--- src/include/nic_pkg.sv ---
// Purpose: shared constants and carriers of the nested interrupt controller
// Assumes: one cpu clock, registers reached over a plain strobe port
// Notes:   vector n of the maskable set sits at NIC_VEC_TOP - 2*n
`default_nettype none
package nic_pkg;
  localparam int unsigned NIC_NVEC   = 14;
  localparam int unsigned NIC_NGRP   = 4;
  localparam int unsigned NIC_GPINS  = 4;
  localparam int unsigned NIC_NPER   = 6;
  // register offsets of the plain register port
  localparam logic [2:0] NIC_OFS_PRIO0  = 3'h0;
  localparam logic [2:0] NIC_OFS_PRIO1  = 3'h1;
  localparam logic [2:0] NIC_OFS_PRIO2  = 3'h2;
  localparam logic [2:0] NIC_OFS_PRIO3  = 3'h3;
  localparam logic [2:0] NIC_OFS_STATUS = 3'h4;
  localparam logic [7:0] NIC_PRIO_RST   = 8'hFF;
  localparam logic [7:0] NIC_PRIO3_RO   = 8'hF0;
  // flag register layout of the current priority
  localparam int unsigned NIC_FLAG_HIGH = 5;
  localparam int unsigned NIC_FLAG_LOW  = 3;
  localparam int unsigned NIC_STAT_REQ  = 7;
  // priority codes
  localparam logic [1:0] NIC_CODE_L0 = 2'h2;
  localparam logic [1:0] NIC_CODE_L1 = 2'h1;
  localparam logic [1:0] NIC_CODE_L2 = 2'h0;
  localparam logic [1:0] NIC_CODE_L3 = 2'h3;
  // vector addresses
  localparam logic [15:0] NIC_VEC_RESET = 16'hFFFE;
  localparam logic [15:0] NIC_VEC_TRAP  = 16'hFFFC;
  localparam logic [15:0] NIC_VEC_TOP   = 16'hFFFA;
  localparam logic [3:0]  NIC_NUM_NONE  = 4'hF;
  localparam logic [3:0]  NIC_EXT_BASE  = 4'h2;
  // peripheral slot p feeds vector NIC_PER_VEC[p]
  localparam logic [5:0][3:0] NIC_PER_VEC =
    {4'hB, 4'hA, 4'h9, 4'h8, 4'h7, 4'h1};
  // halt and active-halt wake capability per vector, and the external vectors
  localparam logic [13:0] NIC_HALT_WAKE   = 14'h00BC;
  localparam logic [13:0] NIC_AHALT_WAKE  = 14'h00BE;
  localparam logic [13:0] NIC_EXT_VECS    = 14'h003C;

  typedef struct packed {
    logic       instr_end;
    logic       enable_all;
    logic       disable_all;
    logic       halt_instr;
    logic       wait_instr;
    logic       ret;
    logic       pop_flags;
    logic       trap;
    logic [1:0] stack_prio;
  } nic_cpu_s;

  typedef struct packed {
    logic        req;
    logic [15:0] vector;
    logic [3:0]  num;
    logic        push_ctx;
    logic        nmi;
  } nic_irq_s;
endpackage : nic_pkg
`default_nettype wire

--- src/design/nic_ctrl.sv ---
// Purpose: nested interrupt arbitration, priority flag bits and wake-up
// Assumes: core signals instruction ends and priority-changing instructions
// Notes:   request is registered; entry happens on instr_end with req high and no level-changing instruction
//
// The address-and-strobe port and the register offsets are this design's own decisions.
`default_nettype none
// Notes on behaviour
// - non-maskable entry pushes context except on reset, sets level 3.
// - the trap instruction raises the non-maskable trap request.
// - reset outranks all and its routine runs at level 3.
// - maskable served only if enabled and above current level.
// - edge requests latch and clear on entry to their vector.
// - selected pins of one group are ORed onto their line.
// - peripheral request needs its flag and its enable bit.
// - peripheral clearing sequence discards its pending latch.
// - every source wakes from wait, only capable ones from halt.
// - after halt, a halt-capable request is served first.
// - flag bits 5 and 3 hold the current priority code.
// - maskable entry loads the vector's stored priority pair.
// - halt and wait load 10; return and pop restore stacked bits.
// - enable loads code 10, disable loads code 11.
// - trap and reset interrupt level 3 and set both bits.
// - four priority registers reset to FFh, top nibble of last is ones.
// - vector x owns pair x; pair 0 is the highest vector address.
// - writing level-0 code into a pair leaves that pair unchanged.
// - raised priority of an in-service pending vector re-enters it.
// - jump-if-masked when bits are 11, its complement otherwise.
// - fixed vector order, reset and trap at their own addresses.
// - per-source halt and active-halt wake capability.
// - highest software level wins, ties go to hardware order.
// - entry only at the end of the current instruction.
module nic_ctrl
  import nic_pkg::*;
(
  // clock and reset
  input  wire logic                 clk_in,
  input  wire logic                 rstn_in,
  // register port
  input  wire logic [2:0]           reg_addr_in,
  input  wire logic [7:0]           reg_wdata_in,
  input  wire logic                 reg_wr_in,
  input  wire logic                 reg_rd_in,
  output logic      [7:0]           reg_rdata_out,
  // cpu core
  input  wire nic_pkg::nic_cpu_s    cpu_in,
  input  wire logic                 wait_mode_in,
  input  wire logic                 halt_mode_in,
  input  wire logic                 active_halt_in,
  output nic_pkg::nic_irq_s         irq_out,
  output logic                      take_out,
  output logic      [1:0]           prio_bits_out,
  output logic                      jump_if_masked_out,
  output logic                      jump_if_unmasked_out,
  output logic                      wake_out,
  // sources
  input  wire logic [15:0]          ext_pins_in,
  input  wire logic [15:0]          ext_sel_in,
  input  wire logic [5:0]           periph_flag_in,
  input  wire logic [5:0]           periph_en_in,
  input  wire logic [5:0]           periph_clr_in
);
  import nic_pkg::*;

  typedef struct packed {
    logic [3:0][7:0] prio_regs;
    logic [1:0]      prio;
    logic [15:0]     pin_meta;
    logic [15:0]     pin_sync;
    logic [3:0]      line_prev;
    logic [13:0]     pend;
    logic            trap_pend;
    logic            rst_pend;
    logic            halt_first;
    nic_irq_s        irq;
    logic            wake;
    logic [7:0]      rdata;
  } nic_state_s;

  nic_state_s st_ff;
  nic_state_s nxt_st;

  // code to level: 10->0, 01->1, 00->2, 11->3
  function automatic logic [1:0] nic_lvl(input logic [1:0] code);
    case (code)
      NIC_CODE_L0: nic_lvl = 2'h0;
      NIC_CODE_L1: nic_lvl = 2'h1;
      NIC_CODE_L2: nic_lvl = 2'h2;
      default:     nic_lvl = 2'h3;
    endcase
  endfunction : nic_lvl

  function automatic logic [1:0] nic_pair(input logic [3:0][7:0] regs,
                                          input logic [3:0]      v);
    logic [31:0] flat;
    flat     = regs;
    nic_pair = flat[{v, 1'b0} +: 2];
  endfunction : nic_pair

  logic [3:0]  line_now;
  logic [3:0]  line_rise;
  logic [5:0]  per_req;
  logic [13:0] elig;
  logic [13:0] any_pend;
  logic        found;
  logic [1:0]  best_lvl;
  logic [3:0]  best_num;
  logic        prio_instr;
  logic        take;

  always_comb
  begin
    for (int g = 0; g < NIC_NGRP; g++)
    begin
      // selects gate the pins only after both synchroniser stages
      line_now[g] = |(st_ff.pin_sync[g*NIC_GPINS +: NIC_GPINS] &
                      ext_sel_in[g*NIC_GPINS +: NIC_GPINS]);
    end
    line_rise = line_now & ~st_ff.line_prev;
    per_req   = periph_flag_in & periph_en_in;
    any_pend  = st_ff.pend;
    elig      = '0;
    for (int v = 0; v < NIC_NVEC; v++)
    begin
      elig[v] = st_ff.pend[v] &&
        (nic_lvl(nic_pair(st_ff.prio_regs, 4'(v))) > nic_lvl(st_ff.prio));
    end
    if (st_ff.halt_first)
    begin
      elig = elig & (active_halt_in ? NIC_AHALT_WAKE : NIC_HALT_WAKE);
    end
    found    = 1'b0;
    best_lvl = 2'h0;
    best_num = NIC_NUM_NONE;
    for (int v = 0; v < NIC_NVEC; v++)
    begin
      // ascending index is descending hardware priority
      if (elig[v] && (!found ||
          nic_lvl(nic_pair(st_ff.prio_regs, 4'(v))) > best_lvl))
      begin
        found    = 1'b1;
        best_lvl = nic_lvl(nic_pair(st_ff.prio_regs, 4'(v)));
        best_num = 4'(v);
      end
    end
    prio_instr = cpu_in.enable_all | cpu_in.disable_all | cpu_in.halt_instr |
                 cpu_in.wait_instr | cpu_in.ret | cpu_in.pop_flags;
    // an instruction that changes the level defers entry by one boundary
    take = cpu_in.instr_end && st_ff.irq.req && !prio_instr;
  end

  always_comb
  begin
    nxt_st           = st_ff;
    nxt_st.pin_meta  = ext_pins_in;
    nxt_st.pin_sync  = st_ff.pin_meta;
    nxt_st.line_prev = line_now;
    nxt_st.rdata     = 8'h00;

    // priority registers
    if (reg_wr_in && reg_addr_in <= NIC_OFS_PRIO3)
    begin
      for (int p = 0; p < 4; p++)
      begin
        if (reg_wdata_in[2*p +: 2] != NIC_CODE_L0)
        begin
          nxt_st.prio_regs[reg_addr_in[1:0]][2*p +: 2] =
            reg_wdata_in[2*p +: 2];
        end
      end
      if (reg_addr_in == NIC_OFS_PRIO3)
      begin
        nxt_st.prio_regs[3] = nxt_st.prio_regs[3] | NIC_PRIO3_RO;
      end
    end
    if (reg_rd_in)
    begin
      case (reg_addr_in)
        NIC_OFS_PRIO0,
        NIC_OFS_PRIO1,
        NIC_OFS_PRIO2,
        NIC_OFS_PRIO3:  nxt_st.rdata = st_ff.prio_regs[reg_addr_in[1:0]];
        NIC_OFS_STATUS:
        begin
          nxt_st.rdata[NIC_FLAG_HIGH] = st_ff.prio[1];
          nxt_st.rdata[NIC_FLAG_LOW]  = st_ff.prio[0];
          nxt_st.rdata[NIC_STAT_REQ]  = st_ff.irq.req;
        end
        default:        nxt_st.rdata = 8'h00;
      endcase
    end

    // level changes by instruction
    if (cpu_in.enable_all || cpu_in.halt_instr || cpu_in.wait_instr)
    begin
      nxt_st.prio = NIC_CODE_L0;
    end
    else if (cpu_in.disable_all)
    begin
      nxt_st.prio = NIC_CODE_L3;
    end
    else if (cpu_in.ret || cpu_in.pop_flags)
    begin
      nxt_st.prio = cpu_in.stack_prio;
    end

    // entry: clear first so a new event in the same cycle wins
    if (take)
    begin
      if (st_ff.irq.nmi)
      begin
        nxt_st.prio = NIC_CODE_L3;
        if (st_ff.irq.push_ctx)
        begin
          nxt_st.trap_pend = 1'b0;
        end
        else
        begin
          nxt_st.rst_pend = 1'b0;
        end
      end
      else
      begin
        nxt_st.prio = nic_pair(st_ff.prio_regs, st_ff.irq.num);
        nxt_st.pend[st_ff.irq.num] = 1'b0;
        nxt_st.halt_first = 1'b0;
      end
    end
    for (int p = 0; p < NIC_NPER; p++)
    begin
      if (periph_clr_in[p])
      begin
        nxt_st.pend[NIC_PER_VEC[p]] = 1'b0;
      end
      if (per_req[p])
      begin
        nxt_st.pend[NIC_PER_VEC[p]] = 1'b1;
      end
    end
    for (int g = 0; g < NIC_NGRP; g++)
    begin
      if (line_rise[g])
      begin
        nxt_st.pend[NIC_EXT_BASE + 4'(g)] = 1'b1;
      end
    end
    if (cpu_in.trap)
    begin
      nxt_st.trap_pend = 1'b1;
    end
    if (halt_mode_in)
    begin
      nxt_st.halt_first = 1'b1;
    end

    // wake decision
    nxt_st.wake = 1'b0;
    if (halt_mode_in)
    begin
      nxt_st.wake = |(any_pend &
        (active_halt_in ? NIC_AHALT_WAKE : NIC_HALT_WAKE));
    end
    else if (wait_mode_in)
    begin
      nxt_st.wake = (|any_pend) | st_ff.trap_pend;
    end

    // registered request, dropped for one cycle after each entry
    nxt_st.irq = '0;
    nxt_st.irq.num = NIC_NUM_NONE;
    if (take)
    begin
      nxt_st.irq.req = 1'b0;
    end
    else if (st_ff.rst_pend)
    begin
      nxt_st.irq.req    = 1'b1;
      nxt_st.irq.vector = NIC_VEC_RESET;
      nxt_st.irq.nmi    = 1'b1;
    end
    else if (st_ff.trap_pend && !halt_mode_in && !st_ff.halt_first)
    begin
      nxt_st.irq.req      = 1'b1;
      nxt_st.irq.vector   = NIC_VEC_TRAP;
      nxt_st.irq.nmi      = 1'b1;
      nxt_st.irq.push_ctx = 1'b1;
    end
    else if (found && !halt_mode_in)
    begin
      nxt_st.irq.req      = 1'b1;
      nxt_st.irq.num      = best_num;
      nxt_st.irq.vector   = NIC_VEC_TOP - {11'h000, best_num, 1'b0};
      nxt_st.irq.push_ctx = 1'b1;
    end
  end

  always_ff @(posedge clk_in or negedge rstn_in)
  begin
    if (!rstn_in)
    begin
      st_ff            <= '0;
      st_ff.prio_regs  <= {4{NIC_PRIO_RST}};
      st_ff.prio       <= NIC_CODE_L3;
      st_ff.rst_pend   <= 1'b1;
      st_ff.irq.num    <= NIC_NUM_NONE;
    end
    else
    begin
      st_ff <= nxt_st;
    end
  end

  assign reg_rdata_out        = st_ff.rdata;
  assign irq_out              = st_ff.irq;
  assign take_out             = take;
  assign prio_bits_out        = st_ff.prio;
  assign jump_if_masked_out   = (st_ff.prio == NIC_CODE_L3);
  assign jump_if_unmasked_out = (st_ff.prio != NIC_CODE_L3);
  assign wake_out             = st_ff.wake;
endmodule : nic_ctrl
`default_nettype wire

--- config.mk ---
export PLATFORM = sky130hd
export DESIGN_NAME = nic_ctrl
export DESIGN_NICKNAME = d
export VERILOG_FILES = /design/src/include/nic_pkg.sv /design/src/design/nic_ctrl.sv
export SDC_FILE = /design/constraint.sdc
export NUM_CORES = 1
export LEC_CHECK = 0
export BUFFER_PORTS_ARGS = -buffer_cell sky130_fd_sc_hd__buf_2
export CAP_MARGIN = 10
export CORE_MARGIN = 2
export CORE_UTILIZATION = 35
export CTS_CLUSTER_DIAMETER = 150
export DETAILED_ROUTE_END_ITERATION = 12
export GPL_TIMING_DRIVEN = 0
export PLACE_DENSITY = 0.65
export SYNTH_ARGS = -nofsm -noshare
export SYNTH_HDL_FRONTEND = slang
export SYNTH_SLANG_ARGS = --single-unit
--- constraint.sdc ---
create_clock -name clk_in -period 28.7 [get_ports clk_in]
set_clock_uncertainty 0.15 [all_clocks]
set_input_delay 5.74 -clock clk_in [delete_from_list [all_inputs] [get_ports clk_in]]
set_output_delay 5.74 -clock clk_in [all_outputs]
set_load 0.01 [all_outputs]
==> flow_summary.yaml <==
final_layout:
  postLayoutCellArea_mm2: 0.00834
  finish.net_count: 1004
  area_growth_syn_to_layout_pct: 17.2
  final_cell_mix: "buf_2 (111), nand2_1 (94), ha_1 (85), dfrtp_1 (69), nor2_1 (52)"
  final_common_cell: "buf_2"
  diodes: 0
  drive_gt1_share_pct: 28.6
place:
  portBuffers: 112
  routabilityCongestion: 0.944
  placed_cell_area_mm2: 0.00804
  dp_hpwl_um: 14200
timing:
  setup-tns-final_ps: 0
  rsz0062_at_grt: "false"
  tightest_slew_ps: 834
  hold_viol_final: 0
  max_freq_mhz: 44.0
  relSlewSlack_pct: 42.9
  finalMaxSlewViolations: 0
  period_needed_ps: 22730
  period_share_pct: 79.2
  setup_violations: 0
die:
  coreArea_mm2: 0.0201
  rows: 52
  initial_utilization_pct: 35.4
  die_w_um: 147
  dieHeight_um: 147
  die_area_mm2: 0.0215
  io_pins: 115
clock_network:
  cts_max_level: 3
  cts_setup_buffers: 0
  path_clk_slew_ps: 70
  ctsHoldBuffers: 0
  cts_buffers: 9
  cts_tree: "done"
  cts-root-buf: "clkbuf_16"
  clockBufferDepth: 2
  post_cts_resized: 0
  clock_sinks: 108
  clkLatencyLatePin_ps: 360
global_routing:
  grt_pass1_vias: 5715
  antenna_found_initial: 0
  gr-usage-all-layers_pct: 17.0
  grt_pass1_wl_um: 28900
  grt_max_degree: 72
  overflow: 0
route:
  drcViolationCount: 0
  drt-vias-per-instance: 5.21
  vias: 5811
  wire_per_inst_um: 16.0
  drtIter0Drc: 284
  dr.pass1.iters: 5
  wirelength_um: 17900
  ant_nets: 0
yosys:
  ys_seq_elements: 108
  synthesis.area_mm2: 0.00711
  synth_top_area_share_pct: 24.3
  ys_seq_area_share_pct: 38.7
  async_flop_share_pct: 100
  yosys_warnings: 0
  synth_area_leaders: "dfrtp_1 (24%), ha_1 (15%), dfstp_2 (14%), mux4_2 (5.7%), nand2_1 (5.0%)"
  yosysUniqueCellTypes: 68
  syn_area_per_cell_um2: 9.92
  synth_area_leader_cell: "dfrtp_1"
  netlist_instances: 717
  ys.flop_type: "dfrtp_1"
  synth_edf_count: 0
  synth_nets: 880
run_status:
  outcome: "complete, no violations"
min_path:
  hold_class: "reg2reg"
power_and_ir_drop:
  p_per_area_mw_per_mm2: 107
  p_leak_uw: 0.00393
  vdd_drop_max_uv: 71.1
worst_setup_path:
  path_class: "in2reg"
  path_common_cell: "ha_1"
  cp_max_fo: 9
  cp_slowest_cell: "a2111oi_0"
  max_stage_delay_ps: 660
  cp.required_ps: 28760
  critPathLaunchType: "input port"
  worst_setup_path_end_kind: "register"
  worstPathArrival_ps: 22790
run:
  drv_cap: 0
flip-flops by register name (all words and copies together), names as in the netlist:
name / cells
any_pend: 14
reg_rdata_out: 8
st_ff: 55
prio_bits_out: 2
nxt_st: 16
wake_out: 1
irq_out: 12
area by class of cell:
class                           count  area, um2
Fill cell                        1960      11800
Inverter                           42        158
Clock inverter                      5       40.0
Multi-Input combinational cell    523       3920
Sequential cell                   108       2750
Clock buffer                       11        254
Buffer                             44        289
Timing Repair Buffer              113        591
Tap cell                          270        338
path summary, 6_finish.rpt:
check | start | endpoint | slack, ps | cells past startpoint
hold / removal | nxt_st[68] | st_ff[68] | 200 | 0
max in group asynchronous | rstn_in | nxt_st[62] | 22480 | 2
min in group asynchronous | rstn_in | reg_rdata_out[5] | 5190 | 1
hold reg to reg | nxt_st[68] | st_ff[68] | 200 | 0
setup / recovery | active_halt_in | irq_out[10] | 5970 | 82
setup reg to reg | prio_bits_out[1] | irq_out[10] | 9020 | 89
synth_stat cells, types with 5 or more instances:
cell type and instances:
a22oi_1 8, nor2_1 52, o21ai_0 36, or2_2 7, a31oi_1 5, a21oi_1 37
nor4_1 5, nor2b_1 30, dfrtp_1 69, o21a_1 6, a21o_1 5, ha_1 85
nand3_1 10, inv_1 41, dfstp_2 39, o211ai_1 8, nor3_1 6, nand2b_1 19
o31ai_1 7, mux4_2 18, buf_4 33, clkbuf_1 10, a21boi_0 5, nand2_1 94
o2111a_1 5
metal layers:
layer  vias up  GRT usage [%]  part of all wire [%]
li1       2796              -                     -
met1      2787           20.3                    41
met2       192           30.5                    51
met3        36           2.97                   5.6
met4         0           6.50                   3.1
met5         -              0                     0
cells by family (layout without fill, tap and decap cells):
logic type	count (synthesis)	count (layout)	synth area share [%]
compound gates	169	169	17.0
xor+xnor	1	1	0.123
fa+ha+maj	85	85	14.9
buf+inv	86	215	6.28
flops	108	108	38.7
mux	23	23	6.44
other cells	1	1	0.0527
simple gates	244	244	16.5
power by group:
part	switching, uW	internal [uW]
clock network	59.1	65.3
logic	311	252
registers	20.7	181
metrics by stage:
stage | setup WS [ps] | util (%) | hold slack, ps | power [uW] | cells
5_1_grt | 4670 | 41.5 | 208 | 979 | 1116
3_3_place_gp | 6020 | 39.9 | 181 | 745 | 1099
6_report | 5970 | 41.5 | 199 | 889 | 1116
4_1_cts | 6200 | 41.5 | 200 | 891 | 1116
2_1_floorplan | 8460 | - | 181 | 629 | 717
3_5_place_dp | 5900 | 40.0 | 185 | 760 | 1100
worst max-delay path, delay by kind of cell:
| family | cells | cell delay (ps) |
|---|---|---|
| buf+inv | 3 | 220 |
| simple gates | 20 | 3330 |
| fa+ha+maj | 13 | 3360 |
| compound gates | 42 | 9050 |
| xor+xnor | 1 | 140 |
| mux | 3 | 910 |
No activity file was read; power rests on OpenSTA's default activity.
